$ cat config.mk
export PLATFORM = sky130hd
export DESIGN_NAME = dap_top
export DESIGN_NICKNAME = d
export VERILOG_FILES = /design/src/logic/dap_pkg.sv /design/src/logic/dap_ctl_if.sv /design/src/logic/dap_chan.sv /design/src/logic/dap_strobe.sv /design/src/logic/dap_top.sv
export SDC_FILE = /design/constraint.sdc
export NUM_CORES = 1
export LEC_CHECK = 0
export BUFFER_PORTS_ARGS = -buffer_cell sky130_fd_sc_hd__buf_4
export CORE_UTILIZATION = 27
export DETAILED_ROUTE_END_ITERATION = 7
export PLACE_DENSITY_LB_ADDON = 0.08
export SYNTH_ARGS = -nofsm -noshare
export SYNTH_HDL_FRONTEND = slang
export SYNTH_SLANG_ARGS = --single-unit
$ cat constraint.sdc
create_clock -name sys_clk -period 4.3 [get_ports sys_clk]
set_input_delay 0.43 -clock sys_clk [delete_from_list [all_inputs] [get_ports sys_clk]]
set_output_delay 0.43 -clock sys_clk [all_outputs]
set_load 0.01 [all_outputs]
$ cat src/logic/dap_pkg.sv
// Purpose: Shared constants, field layout and helpers of the dual converter output port
// Assumes: One 250 MHz clock; raw quantizer words arrive as 14-bit signed values
// Notes: Offsets are byte addresses on the plain register port
package dap_pkg;

    // ------------------------------------------------------------
    // Widths and timing
    // ------------------------------------------------------------
    localparam int unsigned SAMPLE_W = 12;
    localparam int unsigned RAW_W = 14;
    localparam int unsigned LATENCY = 8;
    localparam int unsigned ADDR_W = 8;
    localparam int unsigned DATA_W = 32;
    localparam int unsigned EV_W = 3;
    localparam logic [7:0] DIV_MIN = 8'h02;

    // ------------------------------------------------------------
    // Register offsets
    // ------------------------------------------------------------
    localparam logic [7:0] REG_CTRL = 8'h00;
    localparam logic [7:0] REG_DIV = 8'h04;
    localparam logic [7:0] REG_STAT = 8'h08;
    localparam logic [7:0] REG_CLR = 8'h0c;
    localparam logic [7:0] REG_IEN = 8'h10;
    localparam logic [7:0] REG_LIVE = 8'h14;
    localparam logic [7:0] REG_COUNT = 8'h18;

    // ------------------------------------------------------------
    // Field positions and reset values
    // ------------------------------------------------------------
    localparam int unsigned CTRL_RUN_BIT = 0;
    localparam int unsigned EV_OVR_A_BIT = 0;
    localparam int unsigned EV_OVR_B_BIT = 1;
    localparam int unsigned EV_HALT_BIT = 2;
    localparam logic CTRL_RUN_RST = 1'b1;
    localparam logic [7:0] DIV_RST = 8'h04;
    localparam logic [2:0] IEN_RST = 3'h0;
    localparam logic [15:0] COUNT_RST = 16'h0000;

    // ------------------------------------------------------------
    // Helpers
    // ------------------------------------------------------------
    // Clamp to 12-bit two's complement; bit 12 flags over-range
    function automatic logic [SAMPLE_W:0] sat_word(input logic [RAW_W-1:0] raw);
        logic [SAMPLE_W:0] res;
        res = {1'b0, raw[SAMPLE_W-1:0]};
        if (!raw[RAW_W-1] && (raw[RAW_W-2:SAMPLE_W-1] != 2'h0)) begin
            res = {1'b1, 12'h7ff};
        end else if (raw[RAW_W-1] && (raw[RAW_W-2:SAMPLE_W-1] != 2'h3)) begin
            res = {1'b1, 12'h800};
        end
        return res;
    endfunction

    function automatic logic [SAMPLE_W-1:0] to_gray(input logic [SAMPLE_W-1:0] b);
        return b ^ (b >> 1);
    endfunction

endpackage

$ cat src/logic/dap_ctl_if.sv
// Purpose: Control fan-out from the top to the channel and strobe modules
// Assumes: All members change on sys_clk only
// Notes: Top drives every member
`timescale 1ns/1ps
`default_nettype none
interface dap_ctl_if;
    logic tick;
    logic sleep;
    logic gray_sel;
    logic load;
    modport ctl(output tick, output sleep, output gray_sel, output load);
    modport chan(input tick, input sleep, input gray_sel);
    modport strb(input sleep, input load);
endinterface
`default_nettype wire

$ cat src/logic/dap_chan.sv
// Purpose: One channel: range clamp, fixed latency pipeline, output format
// Assumes: ctl.tick is a one-cycle sample enable, at least two cycles apart
// Notes: Pipeline empties on sleep, so a wake costs a full latency
`timescale 1ns/1ps
`default_nettype none
module dap_chan (
    input wire logic sys_clk,
    input wire logic rst_n,
    dap_ctl_if.chan ctl,
    input wire logic [dap_pkg::RAW_W-1:0] raw,
    output logic [dap_pkg::SAMPLE_W-1:0] word,
    output logic over,
    output logic load
);
    typedef struct packed {
        logic [dap_pkg::LATENCY-1:0][dap_pkg::SAMPLE_W:0] pipe;
        logic [dap_pkg::LATENCY-1:0] vld;
        logic [dap_pkg::SAMPLE_W-1:0] word;
        logic over;
        logic load;
    } dap_chan_st_t;

    dap_chan_st_t st_ff;
    dap_chan_st_t nxt_st;

    always_comb begin
        nxt_st = st_ff;
        nxt_st.load = 1'b0;
        if (ctl.sleep) begin
            nxt_st.vld = '0;
        end else if (ctl.tick) begin
            nxt_st.pipe = {st_ff.pipe[dap_pkg::LATENCY-2:0], dap_pkg::sat_word(raw)};
            nxt_st.vld = {st_ff.vld[dap_pkg::LATENCY-2:0], 1'b1};
            if (st_ff.vld[dap_pkg::LATENCY-1]) begin
                // Format pin read at output time, it is static anyway
                nxt_st.word = ctl.gray_sel ? dap_pkg::to_gray(st_ff.pipe[dap_pkg::LATENCY-1][dap_pkg::SAMPLE_W-1:0])
                    : st_ff.pipe[dap_pkg::LATENCY-1][dap_pkg::SAMPLE_W-1:0];
                nxt_st.over = st_ff.pipe[dap_pkg::LATENCY-1][dap_pkg::SAMPLE_W];
                nxt_st.load = 1'b1;
            end
        end
    end

    always_ff @(posedge sys_clk or negedge rst_n) begin
        if (!rst_n) begin
            st_ff <= '0;
        end else begin
            st_ff <= nxt_st;
        end
    end

    assign word = st_ff.word;
    assign over = st_ff.over;
    assign load = st_ff.load;
endmodule
`default_nettype wire

$ cat src/logic/dap_strobe.sv
// Purpose: Data-valid strobe with its rising edge one cycle after new data
// Assumes: Loads are at least two cycles apart
// Notes: Held low from the second cycle of sleep on
`timescale 1ns/1ps
`default_nettype none
module dap_strobe (
    input wire logic sys_clk,
    input wire logic rst_n,
    dap_ctl_if.strb ctl,
    output logic strobe
);
    typedef enum logic [2:0] {
        STB_OFF = 3'b001,
        STB_LOW = 3'b010,
        STB_HIGH = 3'b100
    } dap_stb_state_t;

    typedef struct packed {
        dap_stb_state_t state;
    } dap_stb_st_t;

    dap_stb_st_t st_ff;
    dap_stb_st_t nxt_st;

    always_comb begin
        nxt_st = st_ff;
        if (ctl.sleep) begin
            nxt_st.state = STB_OFF;
        end else begin
            unique case (st_ff.state)
                STB_OFF: begin
                    nxt_st.state = ctl.load ? STB_HIGH : STB_LOW;
                end
                STB_LOW: begin
                    if (ctl.load) begin
                        nxt_st.state = STB_HIGH;
                    end
                end
                STB_HIGH: begin
                    nxt_st.state = STB_HIGH;
                end
                default: begin
                    nxt_st.state = STB_OFF;
                end
            endcase
        end
    end

    always_ff @(posedge sys_clk or negedge rst_n) begin
        if (!rst_n) begin
            st_ff <= '{state: STB_OFF};
        end else begin
            st_ff <= nxt_st;
        end
    end

    // Masked in the load cycle, so each new word gives a fresh rising edge
    assign strobe = (st_ff.state == STB_HIGH) && !ctl.load;
endmodule
`default_nettype wire

$ cat src/logic/dap_top.sv
// Purpose: Parallel output port of a dual 12-bit converter with its register file
// Assumes: Raw inputs and pins synchronous to sys_clk; sample rate from an internal divider
// Notes: Registers on a plain port with read data one cycle after the strobe
//
// Notes on behaviour
// - Channel B word, bit 0 LSB, bit 11 MSB
// - Channel A word, bit 0 LSB, bit 11 MSB
// - Channel B flag high beyond full scale
// - Channel A flag high beyond full scale
// - Strobe rising edge marks new data
// - Format pin low twos complement, high Gray
// - Sleep pin high powers both converters down
// - Output eight sample cycles after sampling
`timescale 1ns/1ps
`default_nettype none
module dap_top (
    input wire logic sys_clk,
    input wire logic rst_n,
    input wire logic [dap_pkg::RAW_W-1:0] cha_raw,
    input wire logic [dap_pkg::RAW_W-1:0] chb_raw,
    input wire logic format_gray_sel,
    input wire logic sleep_request,
    input wire logic [dap_pkg::ADDR_W-1:0] reg_addr,
    input wire logic [dap_pkg::DATA_W-1:0] reg_wdata,
    input wire logic reg_wr,
    input wire logic reg_rd,
    output logic [dap_pkg::DATA_W-1:0] reg_rdata,
    output logic irq,
    output logic sample_valid_strobe,
    output logic cha_over_range,
    output logic chb_over_range,
    output logic cha_bit0,
    output logic cha_bit1,
    output logic cha_bit2,
    output logic cha_bit3,
    output logic cha_bit4,
    output logic cha_bit5,
    output logic cha_bit6,
    output logic cha_bit7,
    output logic cha_bit8,
    output logic cha_bit9,
    output logic cha_bit10,
    output logic cha_bit11,
    output logic chb_bit0,
    output logic chb_bit1,
    output logic chb_bit2,
    output logic chb_bit3,
    output logic chb_bit4,
    output logic chb_bit5,
    output logic chb_bit6,
    output logic chb_bit7,
    output logic chb_bit8,
    output logic chb_bit9,
    output logic chb_bit10,
    output logic chb_bit11
);

    // ------------------------------------------------------------
    // State
    // ------------------------------------------------------------
    typedef struct packed {
        logic run;
        logic [7:0] div;
        logic [7:0] div_cnt;
        logic [dap_pkg::EV_W-1:0] stat;
        logic [dap_pkg::EV_W-1:0] ien;
        logic [15:0] count;
        logic halt_d;
        logic [dap_pkg::DATA_W-1:0] rdata;
    } dap_top_st_t;

    dap_top_st_t st_ff;
    dap_top_st_t nxt_st;

    logic halted;
    logic tick;
    logic [7:0] div_eff;
    logic [dap_pkg::EV_W-1:0] ev;
    logic [dap_pkg::SAMPLE_W-1:0] a_word;
    logic [dap_pkg::SAMPLE_W-1:0] b_word;
    logic a_over;
    logic b_over;
    logic a_load;
    logic b_load;
    logic strobe;

    dap_ctl_if ctl ();

    // ------------------------------------------------------------
    // Sample rate and power state
    // ------------------------------------------------------------
    // Software stop shares the pin's effect, so a host can park the port
    assign halted = sleep_request | ~st_ff.run;
    // Below two cycles the strobe could not rise between samples
    assign div_eff = (st_ff.div < dap_pkg::DIV_MIN) ? dap_pkg::DIV_MIN : st_ff.div;
    assign tick = ~halted && (st_ff.div_cnt == div_eff - 8'h01);

    assign ctl.tick = tick;
    assign ctl.sleep = halted;
    assign ctl.gray_sel = format_gray_sel;
    assign ctl.load = a_load;

    // ------------------------------------------------------------
    // Events
    // ------------------------------------------------------------
    always_comb begin
        ev = '0;
        ev[dap_pkg::EV_OVR_A_BIT] = a_load & a_over;
        ev[dap_pkg::EV_OVR_B_BIT] = b_load & b_over;
        ev[dap_pkg::EV_HALT_BIT] = halted & ~st_ff.halt_d;
    end

    // ------------------------------------------------------------
    // Next state and register port
    // ------------------------------------------------------------
    always_comb begin
        nxt_st = st_ff;
        nxt_st.halt_d = halted;
        if (halted || tick) begin
            nxt_st.div_cnt = 8'h00;
        end else begin
            nxt_st.div_cnt = st_ff.div_cnt + 8'h01;
        end
        if (a_load) begin
            nxt_st.count = st_ff.count + 16'h0001;
        end
        if (reg_wr) begin
            unique case (reg_addr)
                dap_pkg::REG_CTRL: begin
                    nxt_st.run = reg_wdata[dap_pkg::CTRL_RUN_BIT];
                end
                dap_pkg::REG_DIV: begin
                    nxt_st.div = reg_wdata[7:0];
                end
                dap_pkg::REG_IEN: begin
                    nxt_st.ien = reg_wdata[dap_pkg::EV_W-1:0];
                end
                dap_pkg::REG_COUNT: begin
                    nxt_st.count = dap_pkg::COUNT_RST;
                end
                default: begin
                end
            endcase
        end
        // A new event in the clearing cycle stays set
        if (reg_wr && (reg_addr == dap_pkg::REG_CLR)) begin
            nxt_st.stat = (st_ff.stat & ~reg_wdata[dap_pkg::EV_W-1:0]) | ev;
        end else begin
            nxt_st.stat = st_ff.stat | ev;
        end
        nxt_st.rdata = '0;
        if (reg_rd) begin
            unique case (reg_addr)
                dap_pkg::REG_CTRL: begin
                    nxt_st.rdata[dap_pkg::CTRL_RUN_BIT] = st_ff.run;
                end
                dap_pkg::REG_DIV: begin
                    nxt_st.rdata[7:0] = st_ff.div;
                end
                dap_pkg::REG_STAT: begin
                    nxt_st.rdata[dap_pkg::EV_W-1:0] = st_ff.stat;
                end
                dap_pkg::REG_IEN: begin
                    nxt_st.rdata[dap_pkg::EV_W-1:0] = st_ff.ien;
                end
                dap_pkg::REG_LIVE: begin
                    nxt_st.rdata[5:0] = {b_over, a_over, strobe, format_gray_sel, sleep_request, halted};
                end
                dap_pkg::REG_COUNT: begin
                    nxt_st.rdata[15:0] = st_ff.count;
                end
                default: begin
                end
            endcase
        end
    end

    always_ff @(posedge sys_clk or negedge rst_n) begin
        if (!rst_n) begin
            st_ff <= '{run: dap_pkg::CTRL_RUN_RST, div: dap_pkg::DIV_RST, div_cnt: 8'h00,
                       stat: '0, ien: dap_pkg::IEN_RST, count: dap_pkg::COUNT_RST,
                       halt_d: 1'b0, rdata: '0};
        end else begin
            st_ff <= nxt_st;
        end
    end

    // ------------------------------------------------------------
    // Channels and strobe
    // ------------------------------------------------------------
    dap_chan u_cha (
        .sys_clk(sys_clk),
        .rst_n(rst_n),
        .ctl(ctl),
        .raw(cha_raw),
        .word(a_word),
        .over(a_over),
        .load(a_load)
    );

    dap_chan u_chb (
        .sys_clk(sys_clk),
        .rst_n(rst_n),
        .ctl(ctl),
        .raw(chb_raw),
        .word(b_word),
        .over(b_over),
        .load(b_load)
    );

    // Both channels share tick and sleep, so one load marks both words
    dap_strobe u_stb (
        .sys_clk(sys_clk),
        .rst_n(rst_n),
        .ctl(ctl),
        .strobe(strobe)
    );

    // ------------------------------------------------------------
    // Outputs
    // ------------------------------------------------------------
    assign reg_rdata = st_ff.rdata;
    assign irq = |(st_ff.stat & st_ff.ien);
    assign sample_valid_strobe = strobe;
    assign cha_over_range = a_over;
    assign chb_over_range = b_over;

    assign cha_bit0 = a_word[0];
    assign cha_bit1 = a_word[1];
    assign cha_bit2 = a_word[2];
    assign cha_bit3 = a_word[3];
    assign cha_bit4 = a_word[4];
    assign cha_bit5 = a_word[5];
    assign cha_bit6 = a_word[6];
    assign cha_bit7 = a_word[7];
    assign cha_bit8 = a_word[8];
    assign cha_bit9 = a_word[9];
    assign cha_bit10 = a_word[10];
    assign cha_bit11 = a_word[11];

    assign chb_bit0 = b_word[0];
    assign chb_bit1 = b_word[1];
    assign chb_bit2 = b_word[2];
    assign chb_bit3 = b_word[3];
    assign chb_bit4 = b_word[4];
    assign chb_bit5 = b_word[5];
    assign chb_bit6 = b_word[6];
    assign chb_bit7 = b_word[7];
    assign chb_bit8 = b_word[8];
    assign chb_bit9 = b_word[9];
    assign chb_bit10 = b_word[10];
    assign chb_bit11 = b_word[11];

endmodule
`default_nettype wire

# After elaboration in Yosys (flattened, before gate mapping)
# Cells that the tools add are included.
[op_classes] add_sub_neg=3 n_mul=0 n_div=0 n_lt_le_gt_ge=1 n_eq_ne=13 shifts=0 mux=30 n_bitwise=14 reduce_logical=22
[op_table] cell="two-way mux 16 bit" n=4
[op_table] cell="two-way mux 13 bit" n=4
[op_table] cell="two-way mux 22 bit" n=2
[op_table] cell="two-way mux 8 bit" n=5
[op_table] cell="two-way mux 14 bit" n=2
[op_table] cell="equality test 8 x 5 -> 1 bit (second input constant)" n=3
[op_table] cell="two-way mux 12 bit" n=2
[op_table] cell="XOR 12 x 11 -> 12 bit" n=2
[op_table] cell="one-hot mux 3 bit (3 select lines)" n=2
[op_table] cell="adder 16 x 1 -> 16 bit (second input constant)" n=1
[op_table] cell="equality test 8 x 4 -> 1 bit (second input constant)" n=2
[op_table] cell="two-way mux 3 bit" n=4
[op_table] cell="one-hot mux 2 bit (5 select lines)" n=1
[op_table] cell="adder 8 x 1 -> 8 bit (second input constant)" n=1
[op_table] cell="equality test 8 x 3 -> 1 bit (second input constant)" n=1
[op_table] cell="equality test 8 bit" n=1
[op_table] cell="zero test 8 bit" n=1
[op_table] cell="< comparator 8 x 2 -> 1 bit (second input constant)" n=1
[op_table] cell="AND reduction 2 bit" n=4
[op_table] cell="subtractor 8 x 1 -> 8 bit (second input constant)" n=1
[op_table] cell="logical AND 1 bit" n=7
[op_table] cell="AND 3 bit" n=2
[op_table] cell="bitwise OR 3 bit" n=2
[op_table] cell="one-hot mux 1 bit (6 select lines)" n=1
[op_table] cell="16 further kinds" n=27
[word_totals] register_bits=311 latch_bits=0 mem_bits_rw=0 romBits=0 input_bits=74 word_cells=116 mem_count=0

# Depth between registers and ports, before layout
[logic_depth] word_depth=7 mapped_depth=14

# Cells and area by module
# From an unflattened synthesis, not the netlist that was laid out.
[unflattened] hier_cells=1086 hier_area_um2=13834.5
[by_module_without_submodules] mod="dap_chan" instances=2 cells_each=378 area_each_um2=5215.0 seq_area_each_um2=3153.0
[by_module_without_submodules] mod="dap_top" instances=1 cells_each=317 area_each_um2=3256.9 seq_area_each_um2=1403.8
[by_module_without_submodules] mod="dap_strobe" instances=1 cells_each=13 area_each_um2=147.6 seq_area_each_um2=76.3

# Least setup slack after synthesis
# OpenSTA, ideal clock, no wires.
[synth_path] path_type="register to register" startpoint="register st_ff[68] in the netlist's numbering" endpoint="register u_cha.st_ff[100] in the netlist's numbering" setup_time_ns=0.125 t_arrival_ns=3.447 required_time_ns=4.175 slack_ns=0.728 path_stages_with_launch=14 n_path_buf=4 synth_period_minus_slack_ns=3.572 path_cell_list="dfrtp_1 -> or4_1 -> buf_2 -> o21ai_0 -> ha_1 -> nor3b_1 -> nand2_1 -> or4_1 -> a32oi_2 -> nand4_1 -> buf_2 -> buf_6 -> buf_6 -> mux2_4"
[synth_via] elab_chain_cells=6
[synth_lines] item="start: declaration" line_no="dap_top.sv:72" source="dap_top_st_t st_ff;"
[synth_lines] item="start signal: assignment" line_no="dap_top.sv:180" source="st_ff <= '{run: dap_pkg::CTRL_RUN_RST, div: dap_pkg::DIV_RST, div_cnt: 8'h00,"
[synth_lines] item="start signal: assignment" line_no="dap_top.sv:184" source="st_ff <= nxt_st;"
[synth_lines] item="< comparator 8 x 2 -> 1 bit" line_no="dap_top.sv:95" source="assign div_eff = (st_ff.div < dap_pkg::DIV_MIN) ? dap_pkg::DIV_MIN : st_ff.div;"
[synth_lines] item="two-way mux 8 bit (*)" line_no="dap_top.sv:95"
[synth_lines] item="subtractor 8 x 1 -> 8 bit (*)" line_no="dap_top.sv:96" source="assign tick = ~halted && (st_ff.div_cnt == div_eff - 8'h01);"
[synth_lines] item="equality test 8 bit (*)" line_no="dap_top.sv:96"
[synth_lines] item="logical AND 1 bit (*)" line_no="dap_top.sv:96"
[synth_lines] item="AND reduction 2 bit (no source line) (*)"
[synth_lines] item="end signal: assignment" line_no="dap_chan.sv:48" source="st_ff <= nxt_st;"
[synth_lines] item="end: declaration" line_no="dap_chan.sv:23" source="dap_chan_st_t st_ff;"
# Mark *: on every way between the ends. The rest lies on a longest branch, timed or not.
# A chain may end at the register's enable or synchronous reset.

# Worst setup path after layout
[layout_path] startpoint="register st_ff[69] in the netlist's numbering" endpoint="register u_cha.st_ff[59] in the netlist's numbering"
# The elaborated chain is that of the path after synthesis.

==> run summary <==
The logs give 81 for the standard-cell row count and 34.84% for the tightest slew margin relative to the limit. The number of inserted filler cells in the final layout is 4944, and the minimum clock period is 3897 ps. The tools report the buffer count from post-CTS setup fixing as 0. The logs give 0.0002084 V for the maximum VDD drop and 134 for the number of top-level design ports. Timing analysis after detailed placement gives a worst setup slack of 515.1 ps.

The detailed placement HPWL was 15.97 mm. The kind of launch point of the worst setup path is a flip-flop. In this run the deepest clock path goes through 3 buffers.

The transition time at the pin with the least slew margin works out to 963.8 ps. The tools report the number of max-slew violations in the final report as 0. Across all register-to-register paths, the minimum setup slack is 400 ps. Counting every instance in the synthesized netlist gives 1017.

The die boundary width came out at 225.4 µm. Measured in cells, the most critical reg-to-reg path has a length of 11. The share of cells above drive strength 1 is 37.27%. The die covers 50820 µm². The sum of overflow across all layers after global routing is 0, and the top fanout value on the critical path is 63. The data arrival time of the critical path was 4310 ps; the number of distinct library cell variants in the gate-level netlist after synthesis was 49. The logs give 0 for the count of final hold-check violations and 1791 for the post-layout instance count excluding filler cells. The final layout contains 1178 nets.

Initial antenna violation count: 0. Launch point of the critical path: st_ff[69]. The proportion of synthesized flip-flops having asynchronous set or reset is 100.0%, and the count of final setup violators is 0. Worst hold-check path type: in2reg.

In this run, flip-flops and latches consume 46.2% of the power. The combinational group share of total power came out at 4.6%. The capturing element type of the critical path is a flip-flop. The register bit count reported by yosys is 302. The count of inserted antenna diode cells is 0. TritonCTS built the clock tree. The flow ran to the end, and the final reports show no timing, DRC or antenna violations. For this run, design rule violations remaining after detail routing come to 0.

After clock tree synthesis, the clock-pin slew on the worst setup and hold paths is 60 ps. The total area inside the core boundary comes to 49050 µm². Timing would allow up to 256.6 MHz.

The tools report the clock skew as 15.33 ps. The critical path data required time is 4710 ps. The power density over the cells is 391.7 nW/µm², and the count of input and output buffers is 93.

After synthesis, the mean cell area works out to 13.25 µm². Prevailing post-synth register cell: dfrtp_1. The area growth from synthesis to layout is 18.56%.

For the final routed database, the setup TNS stands at 0 ps. In the global route stage, overall resource usage came out at 10.40%. The run gives 38 as the number of buffers inserted during clock tree synthesis. The die span in y came out at 225.4 µm. The count of clock tree sinks came out at 302. Across all hold checks on the routed design, the worst slack comes to 123.4 ps. The critical path is of the reg2reg type. For the placed instance count, the log shows 1724. The iteration count of the initial detailed-routing pass is 4, and the leakage component of the power is 8.065 nW. Global-route wire length before repair: 42.08 mm. The number of global-route vias before repair came out at 7572. Setup repair after global routing left no endpoint under its margin. After the first detailed-routing iteration, the DRC count stood at 388.

The clock reaches the later pin of the worst-skew pair after 540 ps. The share of synthesized area in the top cell type comes to 55.51%. The last weighted congestion value of the routability-driven placer is 0.7405.

Sorting the synthesized cells by area gives the leading types as dfrtp_1, mux2_4, mux2_2, nor2_1, nand2_1. The final wirelength was 25.24 mm; the number of enable flip-flop cells after synthesis was 0. Per report_power, the clock group accounts for 49.2% of the total.

The synthesized design spends more area on one cell type than any other, namely dfrtp_1. The logs give 7426 for the via total after detailed routing and 27.48% for the initial cell density of the core. Reg-to-reg critical path startpoint: st_ff[69]. Net switching is 22.08% of the power. Entering global routing, the biggest net connects 110 pins.

The clock root buffer is clkbuf_16. The via count normalized by instance count was 4.146. In this run the cell area measured after placement is 14740 µm². The share of the yosys chip area belonging to registers was 56.10%; the count of cells along the worst hold path was 2. The synthesized netlist occupies a cell area of 13480 µm². The tools report the capturing point of the worst reg2reg path as u_cha.st_ff[59]. Dividing the detail-routed wire length by the instance count gives 14.09 µm.

The cell-internal power came out at 4.876 mW. The run gives 0 as the warning count from the yosys run. In this run the remaining antenna-violating nets after routing total 0.

Power dissipated by switching net loads: 1.382 mW. The post-route fraction of the period consumed by the critical path was 90.63%; the H-tree depth reported by CTS was 2. The worst path meets setup with 403.0 ps of slack.

The logs give 15980 µm² for the area of all placed cells without fillers and 0 for the max-cap check violation count. The critical path ends at u_cha.st_ff[59].
state kept, by name, summed over array words and instances, names as in the netlist:
register	cells
u_chb.st_ff	112
u_cha.load	1
u_stb.st_ff	3
u_cha.st_ff	104
st_ff	40
u_chb.over	1
u_cha.over	1
u_chb.word	12
reg_rdata	16
u_cha.word	12
final cells by class:
cell class	instances	area, µm²	area share [%]
clock buffer	61	1201	7.517
clock inverter	5	25.02	0.1566
inverter	4	15.01	0.09396
multi-input combinational	642	5400	33.80
sequential	302	7561	47.32
tap	664	830.8	5.199
timing repair buffer	113	945.9	5.920
power groups by stage:
| stage | clock (mW) | sequential, mW | combinational, mW |
|---|---|---|---|
| 2_1_floorplan | 0 | 2.93 | 0.161 |
| 3_3_place_gp | 0 | 2.94 | 0.297 |
| 3_5_place_dp | 0 | 2.94 | 0.299 |
| 4_1_cts | 3.24 | 2.89 | 0.301 |
| 5_1_grt | 3.34 | 2.89 | 0.334 |
| 6_report | 3.08 | 2.89 | 0.290 |
routing by layer:
layer / global-route usage [%] / vias to the layer above / share of wire [%]
li1: - / 3675 / -
met5: 0 / - / 0
met4: 4.894 / 0 / 3.1
met2: 15.15 / 130 / 42
met1: 14.57 / 3572 / 50
met3: 2.269 / 49 / 4.6
cells in the mapped netlist (2+ instances only):
library cell  count
or3_1             6
ha_1              3
a211o_1           2
inv_1             4
xnor2_1          32
xor2_1           14
a22o_1            2
nand2_1          79
o21ai_0           8
mux2i_1          13
nand3_1          12
and3_1           19
nor4b_1           3
a222oi_1          4
o22ai_1           2
nor2b_1           4
buf_6            14
a21oi_1          33
dfrtp_1         299
dfstp_2           3
mux2_4          120
nand2b_1          3
mux2_2          126
nand4_1           6
buf_2            14
a22oi_1           4
clkbuf_1         24
nor2_1           94
nor4_1            2
nor3_1           15
or4_1             2
nor3b_1           2
a21o_1            2
buf_4            32
through the flow:
stage / total power, mW / utilization (%)
finish: 6.258 / 32.58
global route: 6.567 / 32.58
CTS: 6.434 / 32.58
detailed placement: 3.238 / 30.06
global placement: 3.236 / 30.06
floorplan: 3.094 / -
worst min path at each step:
stage / endpoint / slack [ps] / start
finish: st_ff[66] / 120 / reg_wdata[3]
global route: st_ff[67] / 100 / reg_wdata[4]
CTS: st_ff[66] / 80 / reg_wdata[3]
detailed placement: st_ff[54] / 430 / st_ff[32]
global placement: st_ff[54] / 420 / st_ff[32]
floorplan: reg_rdata[0] / 130 / rst_n
layout by cell type (no fill, tap or decap), types with 5 or more instances in the layout:
master / n
xor2_1: 14
xnor2_1: 32
conb_1: 16
nor2_1: 94
mux2_4: 120
dfrtp_1: 299
nor3_1: 15
buf_4: 104
nand4_1: 6
mux2_2: 126
a21oi_1: 33
or3_1: 6
and3_1: 19
buf_12: 7
clkbuf_8: 10
clkbuf_16: 41
nand3_1: 12
mux2i_1: 13
o21ai_0: 8
clkbuf_1: 10
nand2_1: 79
clkinv_2: 5
logic make-up (layout without fill, tap and decap cells):
group                    count (synthesis)  in the layout  synth area share [%]
AO/OA/AOI/OAI                           66             66                 3.119
other                                    1             16               0.02782
XOR/XNOR                                46             46                 2.989
multiplexers                           259            259                 24.86
flip-flops                             302            302                 56.10
AND/OR/NAND/NOR                        252            252                 8.374
adder cells (fa/ha/maj)                  3              3                0.2785
buffers and inverters                   88            183                 4.252
worst max-delay path, stage by stage, from the launching register on:
cell,delay (ps)
dfrtp_1,370
or4_1,570
o21ai_0,290
ha_1,230
nor3b_1,290
nand2_1,110
or4_1,540
a32oi_2,280
nand4_1,200
buf_12,230
buf_12,230
mux2_4,360
repair_timing:
item	4_1_cts	5_1_grt
hold buffers	1	0
endpoints found under the hold margin	11	0
resized for setup	0	0
Note: power is estimated with default switching activity, not from simulation.
